**src/rtl/qcl_params.svh**
```systemverilog
`ifndef QCL_PARAMS_SVH
`define QCL_PARAMS_SVH

// ============================================================
// Widths and counts
`define QCL_CHANNELS 5
`define QCL_COUNT_WIDTH 24
`define QCL_COUNT_RESET 24'h000000
`define QCL_LATCH_RESET 24'h000000

// ============================================================
// Timing
`define QCL_CLK_MHZ 100
`define QCL_MAX_COUNT_RATE_HZ 1000000
`define QCL_MIN_COUNT_PERIOD_NS (1000000000 / `QCL_MAX_COUNT_RATE_HZ)
`define QCL_MIN_COUNT_CYCLES ((`QCL_MIN_COUNT_PERIOD_NS * `QCL_CLK_MHZ) / 1000)

`endif

```
**src/rtl/qcl_pkg.sv**
```systemverilog
package qcl_pkg;
	typedef enum logic [1:0] {
		QCL_MODE_OFF,
		QCL_MODE_INDEX,
		QCL_MODE_FAST,
		QCL_MODE_ARMED_INDEX
	} qcl_mode_t;

	typedef enum logic {
		QCL_EDGE_RISING,
		QCL_EDGE_FALLING
	} qcl_edge_t;
endpackage

```
**src/rtl/qcl_channel.sv**
```systemverilog
`timescale 1ns/1ps
`include "qcl_params.svh"

module qcl_channel #(
	parameter int WIDTH = `QCL_COUNT_WIDTH
) (
	input wire logic i_clk,
	input wire logic i_reset,
	input wire logic i_enc_a,
	input wire logic i_enc_b,
	input wire logic i_enc_index,
	input wire logic i_fast,
	input wire qcl_pkg::qcl_mode_t i_mode,
	input wire qcl_pkg::qcl_edge_t i_fast_edge,
	output logic [WIDTH-1:0] o_count,
	output logic [WIDTH-1:0] o_latch,
	output logic o_latched,
	output logic o_armed,
	output logic o_count_error
);
	import qcl_pkg::*;

	// ============================================================
	// Input synchronisers
	logic [3:0] sync1_reg;
	logic [3:0] sync2_reg;
	logic [3:0] prev_reg;
	logic [3:0] raw_in;

	assign raw_in = {i_fast, i_enc_index, i_enc_b, i_enc_a};

	always_ff @(posedge i_clk or posedge i_reset) begin
		if (i_reset) begin
			sync1_reg <= 4'h0;
			sync2_reg <= 4'h0;
			prev_reg <= 4'h0;
		end else begin
			sync1_reg <= raw_in;
			sync2_reg <= sync1_reg;
			prev_reg <= sync2_reg;
		end
	end

	logic a_s;
	logic b_s;
	logic a_p;
	logic b_p;
	logic index_rise;
	logic fast_rise;
	logic fast_fall;
	logic fast_hit;

	assign a_s = sync2_reg[0];
	assign b_s = sync2_reg[1];
	assign a_p = prev_reg[0];
	assign b_p = prev_reg[1];
	assign index_rise = sync2_reg[2] & ~prev_reg[2];
	assign fast_rise = sync2_reg[3] & ~prev_reg[3];
	assign fast_fall = ~sync2_reg[3] & prev_reg[3];
	assign fast_hit = (i_fast_edge == QCL_EDGE_RISING) ? fast_rise : fast_fall;

	// ============================================================
	// Quadrature decode and counter
	// Both lines changing in one sample means the input outran the decoder,
	// so the step is dropped and flagged rather than guessed.
	logic a_chg;
	logic b_chg;
	logic step_up;
	logic step_dn;
	logic [WIDTH-1:0] count_reg;
	logic [WIDTH-1:0] count_next;
	logic err_reg;
	logic err_next;

	assign a_chg = a_s ^ a_p;
	assign b_chg = b_s ^ b_p;
	// A leading B: A changes to differ from B, or B changes to match A.
	assign step_up = (a_chg & ~b_chg & (a_s != b_s)) | (b_chg & ~a_chg & (a_s == b_s));
	assign step_dn = (a_chg & ~b_chg & (a_s == b_s)) | (b_chg & ~a_chg & (a_s != b_s));

	always_comb begin
		count_next = count_reg;
		err_next = err_reg | (a_chg & b_chg);
		if (step_up) begin
			count_next = count_reg + WIDTH'(1);
		end else if (step_dn) begin
			count_next = count_reg - WIDTH'(1);
		end
	end

	// ============================================================
	// Capture
	logic armed_reg;
	logic armed_next;
	logic [WIDTH-1:0] latch_reg;
	logic [WIDTH-1:0] latch_next;
	logic latched_reg;
	logic latched_next;
	logic capture;

	always_comb begin
		capture = 1'b0;
		armed_next = armed_reg;
		unique case (i_mode)
			QCL_MODE_OFF: begin
				armed_next = 1'b0;
			end
			QCL_MODE_INDEX: begin
				armed_next = 1'b0;
				capture = index_rise;
			end
			QCL_MODE_FAST: begin
				armed_next = 1'b0;
				capture = fast_hit;
			end
			QCL_MODE_ARMED_INDEX: begin
				capture = armed_reg & index_rise;
				if (capture) begin
					armed_next = 1'b0;
				end else if (fast_hit) begin
					armed_next = 1'b1;
				end
			end
		endcase
		latch_next = capture ? count_reg : latch_reg;
		latched_next = capture;
	end

	always_ff @(posedge i_clk or posedge i_reset) begin
		if (i_reset) begin
			count_reg <= `QCL_COUNT_RESET;
			err_reg <= 1'b0;
			armed_reg <= 1'b0;
			latch_reg <= `QCL_LATCH_RESET;
			latched_reg <= 1'b0;
		end else begin
			count_reg <= count_next;
			err_reg <= err_next;
			armed_reg <= armed_next;
			latch_reg <= latch_next;
			latched_reg <= latched_next;
		end
	end

	assign o_count = count_reg;
	assign o_latch = latch_reg;
	assign o_latched = latched_reg;
	assign o_armed = armed_reg;
	assign o_count_error = err_reg;
endmodule

```
**src/rtl/qcl_top.sv**
```systemverilog
`timescale 1ns/1ps
`include "qcl_params.svh"

module qcl_top #(
	parameter int CHANNELS = `QCL_CHANNELS,
	parameter int WIDTH = `QCL_COUNT_WIDTH
) (
	input wire logic i_clk,
	input wire logic i_reset,
	input wire logic [CHANNELS-1:0] i_enc_a,
	input wire logic [CHANNELS-1:0] i_enc_b,
	input wire logic [CHANNELS-1:0] i_enc_index,
	input wire logic [CHANNELS-1:0] i_fast,
	input wire qcl_pkg::qcl_mode_t i_mode [CHANNELS],
	input wire qcl_pkg::qcl_edge_t i_fast_edge [CHANNELS],
	output logic [WIDTH-1:0] o_count [CHANNELS],
	output logic [WIDTH-1:0] o_latch [CHANNELS],
	output logic [CHANNELS-1:0] o_latched,
	output logic [CHANNELS-1:0] o_armed,
	output logic [CHANNELS-1:0] o_count_error
);
	import qcl_pkg::*;

	// ============================================================
	// Channels
	// One decoder per channel sustains a step every four clocks at least,
	// far above the line rate the encoder may produce.
	localparam int MIN_CYCLES = `QCL_MIN_COUNT_CYCLES;
	initial begin
		if (MIN_CYCLES < 4) begin
			$error("clock too slow for the count rate");
		end
	end

	genvar ch;
	generate
		for (ch = 0; ch < CHANNELS; ch++) begin : g_ch
			qcl_channel #(
				.WIDTH(WIDTH)
			) u_channel (
				.i_clk(i_clk),
				.i_reset(i_reset),
				.i_enc_a(i_enc_a[ch]),
				.i_enc_b(i_enc_b[ch]),
				.i_enc_index(i_enc_index[ch]),
				.i_fast(i_fast[ch]),
				.i_mode(i_mode[ch]),
				.i_fast_edge(i_fast_edge[ch]),
				.o_count(o_count[ch]),
				.o_latch(o_latch[ch]),
				.o_latched(o_latched[ch]),
				.o_armed(o_armed[ch]),
				.o_count_error(o_count_error[ch])
			);
		end
	endgenerate
endmodule

```
**config.mk**
```make
export PLATFORM = sky130hd
export DESIGN_NAME = qcl_top
export DESIGN_NICKNAME = d
export VERILOG_FILES = /design/src/rtl/qcl_pkg.sv /design/src/rtl/qcl_channel.sv /design/src/rtl/qcl_top.sv
export VERILOG_INCLUDE_DIRS = /design/src /design/src/rtl
export SDC_FILE = /design/constraint.sdc
export NUM_CORES = 1
export LEC_CHECK = 0
export BUFFER_PORTS_ARGS = -buffer_cell sky130_fd_sc_hd__buf_2
export CORE_ASPECT_RATIO = 0.5
export CORE_MARGIN = 2
export CORE_UTILIZATION = 58
export CTS_CLUSTER_DIAMETER = 150
export DETAILED_ROUTE_END_ITERATION = 10
export MAX_ROUTING_LAYER = met4
export PLACE_DENSITY_LB_ADDON = 0.15
export SLEW_MARGIN = 25
export SYNTH_ARGS = -nofsm -noshare
export SYNTH_HDL_FRONTEND = slang
export SYNTH_SLANG_ARGS = --single-unit
```
**constraint.sdc**
```tcl
create_clock -name i_clk -period 11.55 [get_ports i_clk]
set_clock_uncertainty 0.2 [all_clocks]
set_input_delay 1.155 -clock i_clk [delete_from_list [all_inputs] [get_ports i_clk]]
set_output_delay 1.155 -clock i_clk [all_outputs]
set_load 0.02 [all_outputs]
```
==> results of run 1 <==
==> how the worst min path moves through the flow <==
stage	depth (start not counted)	start	slack, ps	to
after floorplan	0	g_ch[0].u_channel.sync1_reg[0]	130	g_ch[0].u_channel.sync2_reg[0]
after global placement	0	g_ch[4].u_channel.sync1_reg[1]	130	g_ch[4].u_channel.sync2_reg[1]
after detailed placement	0	g_ch[2].u_channel.sync1_reg[3]	130	g_ch[2].u_channel.sync2_reg[3]
after CTS	0	g_ch[4].u_channel.sync1_reg[2]	150	g_ch[4].u_channel.sync2_reg[2]
after global routing	0	g_ch[2].u_channel.sync1_reg[3]	160	g_ch[2].u_channel.sync2_reg[3]
final	0	g_ch[4].u_channel.sync1_reg[2]	150	g_ch[4].u_channel.sync2_reg[2]
==> where the power goes <==
part | leakage [nW] | switching (W) | internal [W]
combinational | 4.98 | 0.00172 | 0.00121
sequential | 3.71 | 0.000838 | 0.00155
clock | 0.502 | 0.000451 | 0.000586
total | 9.20 | 0.00301 | 0.00335
==> synth_stat cells, types with 9 or more instances <==
master and instances:
dfrtp_1 315, nor2_1 173, nand2_1 148, a21oi_1 143, clkbuf_1 131, mux2_2 131, xnor2_1 110, o21ai_0 109
nor3_1 91, xor2_1 67, or3_1 50, nand3_1 48, inv_1 32, and3_1 31, o21ai_1 30, nand4_1 29
nor4_1 27, o22ai_1 22, a31oi_1 21, buf_1 21, buf_2 20, o211ai_1 20, mux2i_1 17, a211oi_1 15
a21o_1 15, buf_4 15, ha_1 15, nand2b_1 15, a22oi_1 13, a2bb2oi_1 13, and2_1 11, nor2b_1 10
o2111a_1 9, o221ai_1 9, or2_2 9, or4_1 9
==> area by class of cell <==
class	count	area, um2	area share
multi-input cells	1573	10500	0.482
flip-flops and latches	315	7880	0.361
repair buffers	322	1700	0.0779
clock buffers	38	842	0.0386
well taps	441	552	0.0253
clock inverters	17	186	0.00854
inverters	34	140	0.00642
==> routing by layer <==
layer	vias to the layer above	share of wire	GRT usage
li1	7976	-	-
met1	8224	0.43	0.396
met2	708	0.49	0.479
met3	100	0.063	0.0387
met4	0	0.026	0.0869
met5	-	0	-
==> placed cells by master, fill, tap and decap left out, types with 10 or more instances in the layout <==
| cell | count |
|---|---|
| a21o_1 | 15 |
| buf_4 | 30 |
| a211oi_1 | 15 |
| o22ai_1 | 22 |
| nor3_1 | 91 |
| xor2_1 | 66 |
| mux2i_1 | 17 |
| nand4_1 | 29 |
| nand2_1 | 148 |
| nor2_1 | 171 |
| a31oi_1 | 21 |
| nand3_1 | 48 |
| and2_1 | 11 |
| nand2b_1 | 15 |
| nor4_1 | 27 |
| mux2_2 | 131 |
| buf_2 | 291 |
| o21ai_1 | 25 |
| nor2b_1 | 10 |
| a21oi_1 | 143 |
| and3_1 | 31 |
| a22oi_1 | 13 |
| or3_1 | 50 |
| inv_1 | 31 |
| ha_1 | 15 |
| a2bb2oi_1 | 13 |
| o211ai_1 | 20 |
| dfrtp_1 | 315 |
| clkbuf_16 | 31 |
| xnor2_1 | 109 |
| o21ai_0 | 109 |
==> kinds of logic (layout without fill, tap and decap cells) <==
kind of cell    count (synthesis)  count (layout)  synth area share
simple gates                  684             684             0.175
compound gates                539             539             0.185
flops                         315             315             0.408
buf+inv                       223             411            0.0480
xor+xnor                      182             182            0.0845
mux                           153             153            0.0888
fa+ha+maj                      15              15           0.00972
==> worst reg2reg max path, delay by kind of cell, from the launching register on <==
family	cells	cell delay (ps)
and+or+nand+nor	6	2040
xor gates and xnor gates	2	710
AOI/OAI and AO/OA	3	540
DFF	1	520
adders and majority gates	1	210
==> stage by stage <==
| stage | util | setup slack [ps] | std cells |
|---|---|---|---|
| final | 0.663 | 7260 | 2740 |
| after floorplan | - | 1480 | 2111 |
| after global placement | 0.631 | 7420 | 2685 |
| after global routing | 0.663 | 6920 | 2740 |
| after CTS | 0.663 | 7280 | 2740 |
| after detailed placement | 0.631 | 7290 | 2685 |
==> results.sh, run 1 <==
export IMPL_async_flop_share=1.00
export IMPL_dr_pass1_iters=5
export IMPL_tightest_slew_ps=1010
export IMPL_grt_util_all_layers=0.298
export IMPL_status="complete, no violations"
export IMPL_min_period_over_period=0.372
export IMPL_yosysWarnings=0
export IMPL_synth_edf_count=0
export IMPL_end_kind="flip-flop"
export IMPL_synth_top_area_cell="dfrtp_1"
export IMPL_slew_viol_final=0
export IMPL_ys_top_cells_by_area="dfrtp_1, mux2_2, xnor2_1"
export IMPL_cp_slowest_stage_delay_ps=770
export IMPL_io_buffers=291
export IMPL_whs_ps=148
export IMPL_min_period_ps=4290
export IMPL_syn_to_final_growth_pct=13.1
export IMPL_cts_tree="built"
export IMPL_postCtsResizedCells=0
export IMPL_cp_max_fo=27
export IMPL_placed_cell_area_um2=20800
export IMPL_clockBufferDepth=3
export IMPL_grt_pass1_vias=15900
export IMPL_path_depth=12
export IMPL_dp_hpwl_um=34100
export IMPL_wl_um=51100
export IMPL_fin_tns_setup_ps=0
export IMPL_fmax_mhz=233
export IMPL_slew_headroom=0.324
export IMPL_final_hold_viol_count=0
export IMPL_ys_types=99
export IMPL_die_height_um=133
export IMPL_drcViolationCount=0
export IMPL_synth_main_ff_cell="dfrtp_1"
export IMPL_crit_type="flip-flop to flip-flop"
export IMPL_cts_buffers=30
export IMPL_root_buffer="clkbuf_16"
export IMPL_drive_above_1_share=0.242
export IMPL_path_cells="xor2_2 -> nand2_1 -> nor2_1 -> nor2_1 -> ha_1 -> or3_1 -> a31oi_1 -> or4_1 -> a211oi_2 -> or3_1 -> a21oi_1 -> xor2_1"
export IMPL_synth_seq_cells=315
export IMPL_vias_per_cell=6.21
export IMPL_leakagePower_nw=9.20
export IMPL_clock_latency_ps=580
export IMPL_irDropWorstVdd_uv=170
export IMPL_power_density_nw_per_um2=291
export IMPL_first_iter_violations=1638
export IMPL_synth_largest_type_area_fraction=0.408
export IMPL_crit_end="g_ch[4].u_channel.o_count[20]"
export IMPL_syn_inst=2111
export IMPL_min_path_type="flip-flop to flip-flop"
export IMPL_regToRegSetupSlack_ps=7260
export IMPL_worstPathArrival_ps=4600
export IMPL_gp_congestion=0.914
export IMPL_num_rows=47
export IMPL_wire_per_inst_um=18.6
export IMPL_cts_hold_buffers_added=0
export IMPL_p_total_w=0.00636
export IMPL_finalSetupViolCount=0
export IMPL_initial_utilization=0.586
export IMPL_stdcell_area_um2=21800
export IMPL_h_tree_depth=1
export IMPL_antenna_found_initial=0
export IMPL_vias=17000
export IMPL_maxCapViolations=0
export IMPL_grt_ovfl_total=0
export IMPL_clk_pin_slew_ps=70
export IMPL_die_area_um2=34800
export IMPL_post_cts_setup_buffers=0
export IMPL_seq_area_frac_synth=0.408
export IMPL_syn_avg_cell_area_um2=9.14
export IMPL_syn_cell_area_um2=19300
export IMPL_core_um2=32900
export IMPL_grt_max_degree=176
export IMPL_reg2reg_depth=12
export IMPL_setup_worst_path_start="g_ch[4].u_channel.sync2_reg[0]"
export IMPL_start_kind="flip-flop"
export IMPL_die_x_um=262
export IMPL_syn_num_nets=2163
export IMPL_grt_pass1_wl_um=83200
export IMPL_cp_slowest_cell="nand2_1"
export IMPL_cp_required_ps=11850
export IMPL_rsz0062_at_grt="no"
export IMPL_fillers=2760
export IMPL_antenna_cells=0
export IMPL_worstReg2RegEnd="g_ch[4].u_channel.o_count[20]"
export IMPL_cp_top_family="simple AND/OR/NAND/NOR gates"
export IMPL_clock_sinks=315
export IMPL_layout_nets=2328
export IMPL_path_buf_inv=0
export IMPL_r2r_start="g_ch[4].u_channel.sync2_reg[0]"
export IMPL_io_pins=292
export IMPL_ant_nets=0
Note: power is estimated with default switching activity, not from simulation.
==> inputs of run 2 (changes only) <==
==> constraint.sdc (replaced) <==
create_clock -name i_clk -period 4.35 [get_ports i_clk]
set_clock_uncertainty 0.2 [all_clocks]
set_input_delay 0.435 -clock i_clk [delete_from_list [all_inputs] [get_ports i_clk]]
set_output_delay 0.435 -clock i_clk [all_outputs]
set_load 0.02 [all_outputs]
==> run 2 against run 1 <==
  * Setup slack got worse by 6500 ps
  * Combinational power increased to 2.7 times the previous value
  * Sequential share of layout area decreased by 0.83 points
  * First-iteration DRC count increased by 5.7%
  * Routed wire length increased by 2.0%
  * Sequential power increased to 2.6 times the previous value
  * Non-clock buffer count increased by 49
  * Fmax increased by 20%
  * Critical path depth decreased by 1
  * Largest power group unchanged
  * Core utilization increased by 1.6 points
  * Via count increased by 1.2%
==> results.sh, run 2 (same netlist as run 1, synthesis figures left out) <==
export IMPL_status="complete, no violations"
export IMPL_place_ws_ps=809
export IMPL_num_rows=47
export IMPL_initial_utilization=0.586
export IMPL_crit_type="flip-flop to flip-flop"
export IMPL_worstPathArrival_ps=3880
export IMPL_layout_common_cells="dfrtp_1, buf_2, nor2_1"
export IMPL_syn_to_final_growth_pct=15.8
export IMPL_irDropWorstVdd_uv=422
export IMPL_antenna_cells=0
export IMPL_setup_ws_ps=768
export IMPL_fillers=2714
export IMPL_h_tree_depth=1
export IMPL_end_kind="flip-flop"
export IMPL_cp_max_fo=16
export IMPL_die_area_um2=34800
export IMPL_rsz0062_at_grt="no"
export IMPL_fmax_mhz=279
export IMPL_grt_pass1_wl_um=85000
export IMPL_die_x_um=262
export IMPL_internal_power_w=0.00909
export IMPL_grt_ovfl_total=0
export IMPL_grt_max_degree=197
export IMPL_cp_required_ps=4650
export IMPL_clockBufferDepth=3
export IMPL_final_hold_viol_count=0
export IMPL_place_inst=2702
export IMPL_drive_above_1_share=0.243
export IMPL_min_period_ps=3580
export IMPL_io_buffers=291
export IMPL_p_sw_w=0.00805
export IMPL_root_buffer="clkbuf_16"
export IMPL_leakagePower_nw=9.45
export IMPL_maxCapViolations=0
export IMPL_multi_input_area_um2=10500
export IMPL_dp_hpwl_um=35000
export IMPL_start_kind="flip-flop"
export IMPL_layout_nets=2377
export IMPL_finalSetupViolCount=0
export IMPL_ant_nets=0
export IMPL_r2r_start="g_ch[4].u_channel.sync2_reg[0]"
export IMPL_stdcell_count=2789
export IMPL_dr_pass1_iters=5
export IMPL_post_cts_setup_buffers=0
export IMPL_hp_start="g_ch[1].u_channel.sync1_reg[1]"
export IMPL_wire_per_inst_um=18.7
export IMPL_slew_viol_final=0
export IMPL_regToRegSetupSlack_ps=770
export IMPL_vias_per_cell=6.17
export IMPL_vias=17200
export IMPL_grt_util_all_layers=0.305
export IMPL_antenna_found_initial=0
export IMPL_tightest_slew_ps=995
export IMPL_grt_pass1_vias=16300
export IMPL_cts_tree="built"
export IMPL_reg2reg_depth=11
export IMPL_clock_sinks=315
export IMPL_wl_um=52100
export IMPL_power_density_nw_per_um2=767
export IMPL_core_um2=32900
export IMPL_die_height_um=133
export IMPL_p_seq_frac=0.367
export IMPL_clk_pin_slew_ps=70
export IMPL_clock_latency_ps=580
export IMPL_pwr_share_clk=0.169
export IMPL_io_pins=292
export IMPL_p_comb_frac=0.464
export IMPL_holdPathStages=0
export IMPL_min_to="g_ch[1].u_channel.sync2_reg[1]"
export IMPL_p_sw_frac=0.469
export IMPL_drcViolationCount=0
export IMPL_final_common_cell="dfrtp_1"
export IMPL_worstReg2RegEnd="g_ch[4].u_channel.o_count[16]"
export IMPL_gp_congestion=0.935
export IMPL_slew_headroom=0.335
export IMPL_min_path_type="flip-flop to flip-flop"
export IMPL_min_period_over_period=0.823
export IMPL_first_iter_violations=1731
export IMPL_seq_area_um2=7880
export IMPL_cts_buffers=30
[run 2: cell count changes in the layout (fill, tap and decap cells not counted), sizes merged]
| cell | delta |
|---|---|
| clkbuf | +6 |
| bufinv | +1 |
| clkinvlp | +1 |
| dlygate4sd3 | +31 |
| clkinv | -8 |
| buf | +18 |
[run 2: metal layers]
metal / part of all wire / wire (um) / track usage / vias up
li1: - / - / - / 8080
met1: 0.43 / 22400 / 0.406 / 8364
met2: 0.48 / 25200 / 0.486 / 667
met3: 0.061 / 3190 / 0.0435 / 104
met4: 0.026 / 1350 / 0.0895 / 0
met5: 0 / 0 / - / -
[run 2: layout make-up]
class	instances	area share
Inverter	34	0.00588
Multi-Input combinational cell	1573	0.471
Clock buffer	44	0.0409
Sequential cell	315	0.353
Tap cell	441	0.0247
Timing Repair Buffer	371	0.0975
Clock inverter	11	0.00773
[run 2: repair_timing]
item	in CTS	in global routing
gates resized for setup	0	0
endpoints found under the setup margin	0	0
endpoints found under the hold margin	144	0
hold buffers	31	0
[run 2: worst max-delay path by stage]
stage / slack (ps) / cells after the start / to / startpoint
floorplan: -480 / 1 / g_ch[0].u_channel.o_armed / i_reset
global placement: 940 / 11 / g_ch[4].u_channel.o_count[20] / g_ch[4].u_channel.sync2_reg[0]
detailed placement: 810 / 11 / g_ch[4].u_channel.o_count[16] / g_ch[4].u_channel.sync2_reg[0]
CTS: 790 / 11 / g_ch[4].u_channel.o_count[16] / g_ch[4].u_channel.sync2_reg[0]
global route: 510 / 11 / g_ch[4].u_channel.o_count[16] / g_ch[4].u_channel.sync2_reg[0]
finish: 770 / 11 / g_ch[4].u_channel.o_count[16] / g_ch[4].u_channel.sync2_reg[0]
[run 2: power groups by stage]
stage	Combinational [W]	Clock (W)	Sequential, W
detailed placement	0.00787	0	0.00629
CTS	0.00794	0.00296	0.00625
global route	0.00864	0.00308	0.00654
floorplan	0.00525	0	0.00635
global placement	0.00777	0	0.00627
finish	0.00795	0.00290	0.00629
[run 2: stage by stage]
step	cell area, um2	hold slack (ps)	total power (W)	util	TNS (ps)
floorplan	19300	131	0.0116	-	-151790
global placement	20900	132	0.0140	0.635	0
detailed placement	20900	135	0.0142	0.635	0
CTS	22300	136	0.0172	0.678	0
global route	22300	157	0.0183	0.679	0
finish	22300	142	0.0171	0.679	0
[run 2: worst max-delay path, stage by stage, from the launching register on]
cell and delay (ps):
dfrtp_1 470, xor2_2 600, a21boi_0 290, nor2_1 200, ha_1 210, or3_1 110
a31oi_1 110, or4_1 650, a21oi_1 200, o21ai_0 100, a21oi_1 180, xor2_1 170
